<file path="config.mk">
export PLATFORM = sky130hd
export DESIGN_NAME = tft_host_port_timing_regs
export DESIGN_NICKNAME = d
export VERILOG_FILES = /design/src/inc/tft_port_pkg.sv /design/src/inc/pixel_link_if.sv /design/src/tft_host_port_timing_regs.sv /design/src/pixel_skid_buffer.sv
export SDC_FILE = /design/constraint.sdc
export NUM_CORES = 2
export LEC_CHECK = 0
export BUFFER_PORTS_ARGS = -buffer_cell sky130_fd_sc_hd__buf_2
export CAP_MARGIN = 15
export CELL_PAD_IN_SITES_DETAIL_PLACEMENT = 1
export CELL_PAD_IN_SITES_GLOBAL_PLACEMENT = 1
export CORE_ASPECT_RATIO = 1.4
export CORE_MARGIN = 10
export CORE_UTILIZATION = 51
export CTS_CLUSTER_SIZE = 12
export DETAILED_ROUTE_END_ITERATION = 6
export MAX_ROUTING_LAYER = met4
export PLACE_DENSITY = 0.79
export SLEW_MARGIN = 5
export SYNTH_ARGS = -nofsm -noshare
export SYNTH_HDL_FRONTEND = slang
export SYNTH_SLANG_ARGS = --single-unit
export TNS_END_PERCENT = 50
</file>
<file path="constraint.sdc">
create_clock -name clk_in -period 6.7 [get_ports clk_in]
set_clock_uncertainty 0.2 [all_clocks]
set_input_delay 2.01 -clock clk_in [delete_from_list [all_inputs] [get_ports clk_in]]
set_output_delay 2.01 -clock clk_in [all_outputs]
set_load 0.05 [all_outputs]
</file>
<file path="src/inc/tft_port_pkg.sv">
// constants and types shared by the tft host port design
package tft_port_pkg;
    localparam logic [5:0] win_x_begin_hi     = 6'h00;
    localparam logic [5:0] win_x_begin_lo     = 6'h01;
    localparam logic [5:0] win_x_finish_hi    = 6'h02;
    localparam logic [5:0] win_x_finish_lo    = 6'h03;
    localparam logic [5:0] win_y_begin_hi     = 6'h04;
    localparam logic [5:0] win_y_begin_lo     = 6'h05;
    localparam logic [5:0] win_y_finish_hi    = 6'h06;
    localparam logic [5:0] win_y_finish_lo    = 6'h07;
    localparam logic [5:0] row_stride_hi      = 6'h08;
    localparam logic [5:0] row_stride_lo      = 6'h09;
    localparam logic [5:0] ram_wr_origin_top  = 6'h0a;
    localparam logic [5:0] ram_wr_origin_mid  = 6'h0b;
    localparam logic [5:0] ram_wr_origin_low  = 6'h0c;
    localparam logic [5:0] pixel_port         = 6'h0e;
    localparam logic [5:0] panel_output_control = 6'h10;
    localparam logic [5:0] serial_color_order = 6'h11;
    localparam logic [5:0] line_sync_begin_hi = 6'h12;
    localparam logic [5:0] line_sync_begin_lo = 6'h13;
    localparam logic [5:0] line_sync_width_hi = 6'h14;
    localparam logic [5:0] line_sync_width_lo = 6'h15;
    localparam logic [5:0] h_enable_begin_hi  = 6'h16;
    localparam logic [5:0] h_enable_begin_lo  = 6'h17;
    localparam logic [5:0] h_enable_width_hi  = 6'h18;
    localparam logic [5:0] h_enable_width_lo  = 6'h19;
    localparam logic [5:0] line_length_hi     = 6'h1a;
    localparam logic [5:0] line_length_lo     = 6'h1b;
    localparam logic [5:0] test_red           = 6'h2a;
    localparam logic [5:0] test_green         = 6'h2b;
    localparam logic [5:0] test_blue          = 6'h2c;
    localparam int         num_regs           = 64;
    localparam logic [15:0] x_finish_rst      = 16'h013f;
    localparam logic [15:0] y_finish_rst      = 16'h00ef;
    localparam logic [15:0] stride_rst        = 16'h0140;
    localparam logic [7:0]  out_ctrl_rst      = 8'h0d;
    localparam logic [11:0] sync_width_rst    = 12'h010;
    localparam logic [11:0] de_begin_rst      = 12'h038;
    localparam logic [11:0] de_width_rst      = 12'h140;
    localparam logic [11:0] line_len_rst      = 12'h1b8;
    localparam int          out_test_bit      = 6;
    localparam int          addr_width        = 19;
    localparam int          pixel_width       = 18;
    typedef enum logic [2:0] {
        st_byte0 = 3'b001,
        st_byte1 = 3'b010,
        st_byte2 = 3'b100
    } pack_state_type;
endpackage

</file>
<file path="src/inc/pixel_link_if.sv">
// valid/ready pixel carrier between the packer and the buffer
`timescale 1ns/1ps
interface pixel_link_if;
    logic        valid;
    logic        ready;
    logic [36:0] data;  // address 19 bits, pixel 18 bits
    modport source (output valid, output data, input ready);
    modport sink   (input valid, input data, output ready);
endinterface

</file>
<file path="src/tft_host_port_timing_regs.sv">
// host parallel port, register bank, pixel packer and line timing
`timescale 1ns/1ps
module tft_host_port_timing_regs (
    input  wire logic        clk_in,             // dot clock, 25 MHz
    input  wire logic        rstn_in,            // async reset, low
    input  wire logic        cs_n_in,            // chip select, low
    input  wire logic        wr_pin_in,          // write strobe / read-not-write
    input  wire logic        rd_pin_in,          // read strobe / enable
    input  wire logic        command_data_select_in, // low address, high data
    input  wire logic        color_depth_select_in,  // low 16-bit, high 18-bit
    input  wire logic        bus_68_in,          // high selects 68-style bus
    input  wire logic [1:0]  bus_width_in,       // 0:8 1:18 2:16 3:18 bits
    input  wire logic [17:0] db_in,              // data pins, input side
    output logic      [17:0] db_out,             // data pins, output side
    output logic             db_oe_out,          // data pins driven
    output logic             ram_we_out,         // display RAM write
    output logic [18:0]      ram_addr_out,       // display RAM address
    output logic [17:0]      ram_data_out,       // display RAM pixel
    input  wire logic        ram_ready_in,       // display RAM accepts
    input  wire logic [17:0] ram_pixel_in,       // pixel read for the panel
    output logic             line_sync_out,      // line sync, high active
    output logic             h_enable_out,       // data enable
    output logic [17:0]      panel_rgb_out,      // panel colour
    output logic [11:0]      dot_count_out,      // dot position in line
    output logic [5:0]       color_order_out     // current serial order code
);
    logic [7:0]  regs_reg [tft_port_pkg::num_regs];
    logic [5:0]  index_reg;
    logic [2:0]  cs_s_reg, wr_s_reg, rd_s_reg, rs_s_reg, cd_s_reg;
    logic [17:0] db_s1_reg, db_s2_reg;
    logic        cs_q, wr_q, rd_q, rs_q, cd_q;
    logic        wr_strobe, rd_strobe;
    tft_port_pkg::pack_state_type pack_state_reg;
    logic [7:0]  byte0_reg, byte1_reg;
    logic [18:0] addr_reg;
    logic [15:0] cur_x_reg, cur_y_reg;
    logic        pix_valid;
    logic [17:0] pix_data;
    logic [15:0] x_begin, x_finish, y_begin, y_finish, stride;
    logic [11:0] sync_begin, sync_width, de_begin, de_width, line_len;
    logic [11:0] dot_reg;
    logic        odd_line_reg;
    logic        ram_write_sel;
    pixel_link_if link_in ();
    pixel_link_if link_out ();

    // two-flop synchronisers for the host select, strobe, depth and data pins
    always_ff @(posedge clk_in or negedge rstn_in) begin
        if (!rstn_in) begin
            cs_s_reg  <= 3'h7;
            wr_s_reg  <= 3'h7;
            rd_s_reg  <= 3'h7;
            rs_s_reg  <= 3'h0;
            cd_s_reg  <= 3'h0;
            db_s1_reg <= 18'h00000;
            db_s2_reg <= 18'h00000;
        end else begin
            cs_s_reg  <= {cs_s_reg[1:0], cs_n_in};
            wr_s_reg  <= {wr_s_reg[1:0], wr_pin_in};
            rd_s_reg  <= {rd_s_reg[1:0], rd_pin_in};
            rs_s_reg  <= {rs_s_reg[1:0], command_data_select_in};
            cd_s_reg  <= {cd_s_reg[1:0], color_depth_select_in};
            db_s1_reg <= db_in;
            db_s2_reg <= db_s1_reg;
        end
    end
    assign cs_q = ~cs_s_reg[1];
    assign rs_q = rs_s_reg[1];
    assign cd_q = cd_s_reg[1];
    assign wr_q = wr_s_reg[1];
    assign rd_q = rd_s_reg[1];

    // strobe decode: data taken on the trailing edge
    always_comb begin
        if (bus_68_in) begin
            // write when enable falls with direction write, read when enable rises with direction read
            wr_strobe = rd_s_reg[2] && !rd_q && !wr_q && cs_q;
            rd_strobe = !rd_s_reg[2] && rd_q && wr_q && cs_q;
        end else begin
            wr_strobe = !wr_s_reg[2] && wr_q && cs_q;
            rd_strobe = !rd_q && cs_q;
        end
    end
    assign ram_write_sel = (index_reg == tft_port_pkg::pixel_port);

    // readback drive of the data pins
    always_ff @(posedge clk_in or negedge rstn_in) begin
        if (!rstn_in) begin
            db_out    <= 18'h00000;
            db_oe_out <= 1'b0;
        end else begin
            db_oe_out <= rd_strobe;
            db_out    <= {10'h000, regs_reg[index_reg]};
        end
    end

    // window and timing fields
    assign x_begin    = {regs_reg[tft_port_pkg::win_x_begin_hi],
                         regs_reg[tft_port_pkg::win_x_begin_lo]};
    assign x_finish   = {regs_reg[tft_port_pkg::win_x_finish_hi],
                         regs_reg[tft_port_pkg::win_x_finish_lo]};
    assign y_begin    = {regs_reg[tft_port_pkg::win_y_begin_hi],
                         regs_reg[tft_port_pkg::win_y_begin_lo]};
    assign y_finish   = {regs_reg[tft_port_pkg::win_y_finish_hi],
                         regs_reg[tft_port_pkg::win_y_finish_lo]};
    assign stride     = {regs_reg[tft_port_pkg::row_stride_hi],
                         regs_reg[tft_port_pkg::row_stride_lo]};
    assign sync_begin = {regs_reg[tft_port_pkg::line_sync_begin_hi][3:0],
                         regs_reg[tft_port_pkg::line_sync_begin_lo]};
    assign sync_width = {regs_reg[tft_port_pkg::line_sync_width_hi][3:0],
                         regs_reg[tft_port_pkg::line_sync_width_lo]};
    assign de_begin   = {regs_reg[tft_port_pkg::h_enable_begin_hi][3:0],
                         regs_reg[tft_port_pkg::h_enable_begin_lo]};
    assign de_width   = {regs_reg[tft_port_pkg::h_enable_width_hi][3:0],
                         regs_reg[tft_port_pkg::h_enable_width_lo]};
    assign line_len   = {regs_reg[tft_port_pkg::line_length_hi][3:0],
                         regs_reg[tft_port_pkg::line_length_lo]};

    // register file with reset defaults
    always_ff @(posedge clk_in or negedge rstn_in) begin
        if (!rstn_in) begin
            index_reg <= 6'h00;
            for (int i = 0; i < tft_port_pkg::num_regs; i++) begin
                regs_reg[i] <= 8'h00;
            end
            regs_reg[tft_port_pkg::win_x_finish_hi] <= tft_port_pkg::x_finish_rst[15:8];
            regs_reg[tft_port_pkg::win_x_finish_lo] <= tft_port_pkg::x_finish_rst[7:0];
            regs_reg[tft_port_pkg::win_y_finish_lo] <= tft_port_pkg::y_finish_rst[7:0];
            regs_reg[tft_port_pkg::row_stride_hi]   <= tft_port_pkg::stride_rst[15:8];
            regs_reg[tft_port_pkg::row_stride_lo]   <= tft_port_pkg::stride_rst[7:0];
            regs_reg[tft_port_pkg::panel_output_control] <= tft_port_pkg::out_ctrl_rst;
            regs_reg[tft_port_pkg::line_sync_width_lo] <= tft_port_pkg::sync_width_rst[7:0];
            regs_reg[tft_port_pkg::h_enable_begin_lo] <= tft_port_pkg::de_begin_rst[7:0];
            regs_reg[tft_port_pkg::h_enable_width_hi] <= {4'h0, tft_port_pkg::de_width_rst[11:8]};
            regs_reg[tft_port_pkg::h_enable_width_lo] <= tft_port_pkg::de_width_rst[7:0];
            regs_reg[tft_port_pkg::line_length_hi]  <= {4'h0, tft_port_pkg::line_len_rst[11:8]};
            regs_reg[tft_port_pkg::line_length_lo]  <= tft_port_pkg::line_len_rst[7:0];
        end else if (wr_strobe) begin
            if (!rs_q) begin
                index_reg <= db_s2_reg[5:0];
            end else if (!ram_write_sel) begin
                regs_reg[index_reg] <= db_s2_reg[7:0];
            end
        end
    end

    // pixel assembly from bus transfers
    always_ff @(posedge clk_in or negedge rstn_in) begin
        if (!rstn_in) begin
            pack_state_reg <= tft_port_pkg::st_byte0;
            byte0_reg      <= 8'h00;
            byte1_reg      <= 8'h00;
        end else if (wr_strobe && rs_q && ram_write_sel && bus_width_in == 2'h0) begin
            case (pack_state_reg)
                tft_port_pkg::st_byte0: begin
                    byte0_reg      <= db_s2_reg[7:0];
                    pack_state_reg <= tft_port_pkg::st_byte1;
                end
                tft_port_pkg::st_byte1: begin
                    byte1_reg      <= db_s2_reg[7:0];
                    pack_state_reg <= cd_q ? tft_port_pkg::st_byte2 : tft_port_pkg::st_byte0;
                end
                tft_port_pkg::st_byte2: begin
                    pack_state_reg <= tft_port_pkg::st_byte0;
                end
                default: begin
                    pack_state_reg <= tft_port_pkg::st_byte0;
                end
            endcase
        end else if (wr_strobe && !rs_q) begin
            pack_state_reg <= tft_port_pkg::st_byte0;
        end
    end

    // finished pixel, widened to six bits per colour
    always_comb begin
        pix_valid = 1'b0;
        pix_data  = 18'h00000;
        if (wr_strobe && rs_q && ram_write_sel) begin
            case (bus_width_in)
                2'h0: begin
                    if (!cd_q && pack_state_reg == tft_port_pkg::st_byte1) begin
                        pix_valid = 1'b1;
                        pix_data  = {byte0_reg[7:3], 1'b0, byte0_reg[2:0],
                                     db_s2_reg[7:5], db_s2_reg[4:0], 1'b0};
                    end else if (cd_q && pack_state_reg == tft_port_pkg::st_byte2) begin
                        pix_valid = 1'b1;
                        pix_data  = {byte0_reg[1:0], byte1_reg[7:4], byte1_reg[3:0],
                                     db_s2_reg[7:6], db_s2_reg[5:0]};
                    end
                end
                2'h2: begin
                    pix_valid = 1'b1;
                    pix_data  = {db_s2_reg[15:11], 1'b0, db_s2_reg[10:5],
                                 db_s2_reg[4:0], 1'b0};
                end
                default: begin
                    pix_valid = 1'b1;
                    pix_data  = db_s2_reg;
                end
            endcase
        end
    end

    // window address counter
    always_ff @(posedge clk_in or negedge rstn_in) begin
        if (!rstn_in) begin
            cur_x_reg <= 16'h0000;
            cur_y_reg <= 16'h0000;
            addr_reg  <= 19'h00000;
        end else if (wr_strobe && rs_q && !ram_write_sel) begin
            // any register write reloads the window origin
            cur_x_reg <= x_begin;
            cur_y_reg <= y_begin;
            addr_reg  <= {regs_reg[tft_port_pkg::ram_wr_origin_top][2:0],
                          regs_reg[tft_port_pkg::ram_wr_origin_mid],
                          regs_reg[tft_port_pkg::ram_wr_origin_low]};
        end else if (pix_valid && link_in.ready) begin
            if (cur_x_reg >= x_finish) begin
                cur_x_reg <= x_begin;
                cur_y_reg <= (cur_y_reg >= y_finish) ? y_begin : cur_y_reg + 16'h0001;
            end else begin
                cur_x_reg <= cur_x_reg + 16'h0001;
            end
        end
    end

    // pixel into the buffer only inside the window
    assign link_in.valid = pix_valid && cur_x_reg >= x_begin && cur_x_reg <= x_finish
                           && cur_y_reg >= y_begin && cur_y_reg <= y_finish;
    // product kept at 19 bits so rows past 65535 dots are not lost
    assign link_in.data  = {addr_reg + 19'(cur_y_reg) * 19'(stride) + 19'(cur_x_reg), pix_data};

    pixel_skid_buffer u_buffer (
        .clk_in  (clk_in),
        .rstn_in (rstn_in),
        .up      (link_in),
        .down    (link_out)
    );

    assign ram_we_out     = link_out.valid;
    assign ram_addr_out   = link_out.data[36:18];
    assign ram_data_out   = link_out.data[17:0];
    assign link_out.ready = ram_ready_in;

    // dot counter and line outputs
    always_ff @(posedge clk_in or negedge rstn_in) begin
        if (!rstn_in) begin
            dot_reg       <= 12'h000;
            odd_line_reg  <= 1'b0;
            line_sync_out <= 1'b0;
            h_enable_out  <= 1'b0;
            panel_rgb_out <= 18'h00000;
        end else begin
            if (dot_reg + 12'h001 >= line_len) begin
                dot_reg      <= 12'h000;
                odd_line_reg <= ~odd_line_reg;
            end else begin
                dot_reg <= dot_reg + 12'h001;
            end
            line_sync_out <= dot_reg >= sync_begin && dot_reg < sync_begin + sync_width;
            h_enable_out  <= dot_reg >= de_begin && dot_reg < de_begin + de_width;
            if (regs_reg[tft_port_pkg::panel_output_control][tft_port_pkg::out_test_bit]) begin
                panel_rgb_out <= {regs_reg[tft_port_pkg::test_red][5:0],
                                  regs_reg[tft_port_pkg::test_green][5:0],
                                  regs_reg[tft_port_pkg::test_blue][5:0]};
            end else begin
                panel_rgb_out <= ram_pixel_in;
            end
        end
    end
    assign dot_count_out   = dot_reg;
    assign color_order_out = odd_line_reg ? {3'h0, regs_reg[tft_port_pkg::serial_color_order][2:0]}
                                          : {3'h0, regs_reg[tft_port_pkg::serial_color_order][5:3]};

    // checks
    property p_line_wrap;
        @(posedge clk_in) disable iff (!rstn_in)
        (dot_reg + 12'h001 >= line_len) |=> dot_reg == 12'h000;
    endproperty
    a_line_wrap: assert property (p_line_wrap) else $error("line did not wrap");
    property p_test_out;
        @(posedge clk_in) disable iff (!rstn_in)
        regs_reg[tft_port_pkg::panel_output_control][tft_port_pkg::out_test_bit]
        && $stable(regs_reg[tft_port_pkg::test_red]) |=>
        panel_rgb_out[17:12] == $past(regs_reg[tft_port_pkg::test_red][5:0]);
    endproperty
    a_test_out: assert property (p_test_out) else $error("test colour wrong");
    property p_in_window;
        @(posedge clk_in) disable iff (!rstn_in)
        link_in.valid |-> cur_x_reg <= x_finish && cur_y_reg <= y_finish;
    endproperty
    a_in_window: assert property (p_in_window) else $error("pixel outside window");
    property p_x_wrap;
        @(posedge clk_in) disable iff (!rstn_in)
        pix_valid && link_in.ready && !(wr_strobe && rs_q && !ram_write_sel)
        && cur_x_reg >= x_finish |=> cur_x_reg == $past(x_begin);
    endproperty
    a_x_wrap: assert property (p_x_wrap) else $error("x did not wrap");
    property p_no_strobe;
        @(posedge clk_in) disable iff (!rstn_in)
        !cs_q |-> !wr_strobe && !rd_strobe;
    endproperty
    a_no_strobe: assert property (p_no_strobe) else $error("strobe without select");
    property p_sync_width;
        @(posedge clk_in) disable iff (!rstn_in)
        dot_reg == sync_begin && sync_width != 12'h000 && $stable(sync_begin) |=> line_sync_out;
    endproperty
    a_sync_width: assert property (p_sync_width) else $error("sync missing");
    property p_de;
        @(posedge clk_in) disable iff (!rstn_in)
        dot_reg == de_begin && de_width != 12'h000 |=> h_enable_out;
    endproperty
    a_de: assert property (p_de) else $error("enable missing");
    property p_rs_index;
        @(posedge clk_in) disable iff (!rstn_in)
        wr_strobe && !rs_q |=> index_reg == $past(db_s2_reg[5:0]);
    endproperty
    a_rs_index: assert property (p_rs_index) else $error("index not taken");
    c_pixel: cover property (@(posedge clk_in) disable iff (!rstn_in) ram_we_out);
    c_stall: cover property (@(posedge clk_in) disable iff (!rstn_in)
        link_in.valid && !link_in.ready);
    c_test: cover property (@(posedge clk_in) disable iff (!rstn_in)
        regs_reg[tft_port_pkg::panel_output_control][tft_port_pkg::out_test_bit]);
endmodule

</file>
<file path="src/pixel_skid_buffer.sv">
// two-entry pixel buffer with valid and ready on both sides
`timescale 1ns/1ps
module pixel_skid_buffer (
    input  wire logic clk_in,       // dot clock
    input  wire logic rstn_in,      // async reset, low
    pixel_link_if.sink   up,        // from packer
    pixel_link_if.source down       // to display RAM
);
    logic [36:0] mem_reg [2];
    logic [1:0]  count_reg;
    logic        wr_ptr_reg;
    logic        rd_ptr_reg;
    logic        push;
    logic        pop;

    // handshakes
    assign up.ready   = (count_reg != 2'h2);
    assign down.valid = (count_reg != 2'h0);
    assign down.data  = mem_reg[rd_ptr_reg];
    assign push       = up.valid && up.ready;
    assign pop        = down.valid && down.ready;

    // storage
    always_ff @(posedge clk_in) begin
        if (push) begin
            mem_reg[wr_ptr_reg] <= up.data;
        end
    end

    // pointers and fill
    always_ff @(posedge clk_in or negedge rstn_in) begin
        if (!rstn_in) begin
            count_reg  <= 2'h0;
            wr_ptr_reg <= 1'b0;
            rd_ptr_reg <= 1'b0;
        end else begin
            if (push) begin
                wr_ptr_reg <= ~wr_ptr_reg;
            end
            if (pop) begin
                rd_ptr_reg <= ~rd_ptr_reg;
            end
            count_reg <= count_reg + {1'b0, push} - {1'b0, pop};
        end
    end

    // fill never passes the two entries
    property p_no_overfill;
        @(posedge clk_in) disable iff (!rstn_in)
        count_reg <= 2'h2;
    endproperty
    a_no_overfill: assert property (p_no_overfill) else $error("buffer overfilled");
    c_full: cover property (@(posedge clk_in) disable iff (!rstn_in)
        count_reg == 2'h2);
endmodule

</file>
==> metrics.txt <==
Post-synth ARST share=0.902; Max-Cap Viols=0; vias per cell=6.15; Worst setup EP type=flip-flop; post-DP HPWL=93800 um; first-pass GRT wire length=206000 um; vias in the first global route=33864; Worst VDD drop=0.000238 V; CP bufs+invs=5; hold_buf cts=0; relative slew slack=0.222; Post-synth EDFFs=74; Num CTS Buffers=80; post-route insts no fill=4996; crit path DAT=6.38 ns; placed cell areas=0.0449 mm^2; worst hold margin=0.145 ns; commonest non-fill, non-tap cell in the layout=dfrtp_1; Final Max Slew Viols=0; CTS tree=done; leakage=22.7 nW; initial antenna violation count=4; initial core utilization=0.513; Hold Path Class=reg -> reg; WP data required=6.90 ns; CTS max path bufs=3; max FFs per register=476; setup TNS=0 ns; fraction of layout cells with a size suffix above 1=0.263; clock power share=0.349; CP Cell Sequence=buf_4 > and2_1 > fa_1 > inv_1 > fa_1 > inv_1 > ha_1 > ha_1 > inv_1 > fa_1 > fa_1 > inv_1 > ha_1 > o21a_1 > o21ai_0 > a21oi_1 > a221oi_1 > nor2b_1 > o41ai_2 > o21ai_0 > xnor2_1; Final Cell Area=0.0475 mm^2; H-tree Lvls=3; I/O pins=142; full die area=0.0967 mm^2; core footprint=0.0840 mm^2; GP Congestion=0.879; final WL=134000 um; pwr/cell area=267 mW/mm^2; # placed instances=4851; critical path class=reg -> reg; DRT Pass-1 Iters=5; Crit Path Max Fanout=10; fill count=8707; Post-Syn Area per Cell=11.4 um^2; Final Hold Fails=0; register area share after synthesis=0.449; Warnings, synthesis=0; Post-synth top flop=dfrtp_1; Sequential Power Share=0.425; Clock transition at path regs=0.06 ns; worst-path cell with the longest stage delay=fa_1; pin count of the biggest net entering global routing=128; unrepaired setup endpoints after global routing=false; Rows=126; synthesized area=0.0431 mm^2; DRC viols=0; Comb power frac=0.226; Vias=30712; Unique masters post-synth=83; Routed Antenna Nets=0; P_int=8.42 mW; Crit path largest cell delay=0.54 ns; Setup Buffers After CTS=0; Sw Share=0.335; Chip Height=364 um; Post-Synthesis Cells=3770; Iteration-0 DRC Markers=2210; final setup margin=0.524 ns; post-place setup slack=0.369 ns; outcome=finished clean; clock latency at the later pin of the worst-skew pair=0.67 ns; CP startpoint kind=flip-flop; final setup fails=0; Synth Register Bits=756; Pwr Total=12.7 mW; Layout Nets=4252; P&R area growth vs syn=10.2%; DIE WIDTH=266 um; GRT Residual Overflow=0; GRT Util Overall=0.287; Final Cycle Share=0.922; Root Driver=clkbuf_16; Tmin final=6.18 ns; Final Util=0.565; Worst Max-Slew Pin Slew=1.16 ns; Avg WL per Cell=26.8 um; Max Fclk=162 MHz; P_sw=4.25 mW; CTS Sinks=756; count of input and output buffers=128; CP top delay family=adder cells; commonest cells after routing, fill and taps aside=631 x dfrtp_1, 538 x mux2_2, 352 x inv_1
==> synthesized netlist by cell type (all sizes together) (21+ instances only) <==
cell type	n	area (um^2)
xor2	25	219
o22ai	24	150
mux2	538	6060
nor2	186	823
a21oi	151	756
buf	81	447
a221oi	61	534
inv	352	1320
a21o	25	188
edfxtp	74	2220
o21a	21	158
xnor2	54	473
mux4	42	946
fa	154	3080
dfstp	39	1020
and2	103	644
ha	205	2560
dfrtp	643	16100
nand2	261	982
o21ai	221	1110
mux2i	46	460
a22oi	43	323
nand3	26	135
nor2b	32	200
clkbuf	149	561
==> kinds of logic after synthesis <==
kind of cell               Yosys count  synth area share
muxes                              626             0.173
adders and majority gates          359             0.131
AOI/OAI and AO/OA                  642            0.0939
buffers and inverters              582            0.0540
xor gates and xnor gates            79            0.0161
other                                1         0.0000870
and+or+nand+nor                    725            0.0831
DFF                                756             0.449
==> what timing repair did <==
| action | CTS | global route |
|---|---|---|
| gates resized for setup | 0 | 1 |
| setup endpoints to repair | 0 | 2 |
| endpoints found under the hold margin | 0 | 0 |
==> metal layers <==
metal	track usage	routed length [um]	part of all wire	vias up
met1	0.313	50200	0.37	16161
li1	-	-	-	13198
met5	-	0	0	-
met3	0.0391	6360	0.047	386
met4	0.150	7730	0.058	0
met2	0.504	69900	0.52	967
==> area by class of cell <==
type	instances	area, um^2	share of cell area
Inverter	352	1320	0.0278
Multi-Input combinational cell	2444	21500	0.453
Sequential cell	756	19400	0.408
Tap cell	1088	1360	0.0287
Timing Repair Buffer	212	1390	0.0293
Clock inverter	21	210	0.00443
Antenna cell	2	5.00	0.000105
Clock buffer	121	2320	0.0488
==> power groups by stage <==
stage / clock network, mW / logic (mW) / registers [mW]
after global routing: 4.67 / 3.08 / 5.40
after global placement: 0 / 2.74 / 5.43
after floorplan: 0 / 1.88 / 5.27
after CTS: 4.48 / 2.86 / 5.37
after detailed placement: 0 / 2.83 / 5.44
final: 4.42 / 2.87 / 5.38
==> path summary, 6_finish.rpt <==
| path | startpoint | endpoint | slack, ns | depth (start not counted) |
|---|---|---|---|---|
| worst min-delay path | wr_s_reg[0]$_DFF_PN1_ | wr_s_reg[1]$_DFF_PN1_ | 0.15 | 0 |
| min in group asynchronous | rstn_in | panel_rgb_out[16]$_DFF_PN0_ | 1.22 | 1 |
| worst max-delay path | regs_reg[433]$_DFFE_PN0P_ | u_buffer.mem_reg[1][36]$_DFFE_PP_ | 0.52 | 21 |
| max in group asynchronous | rstn_in | dot_count_out[0]$_DFF_PN0_ | 3.77 | 2 |
| worst min register to register | wr_s_reg[0]$_DFF_PN1_ | wr_s_reg[1]$_DFF_PN1_ | 0.15 | 0 |
| worst max register to register | regs_reg[433]$_DFFE_PN0P_ | u_buffer.mem_reg[1][36]$_DFFE_PP_ | 0.52 | 21 |
No activity file was read; power rests on OpenSTA's default activity.
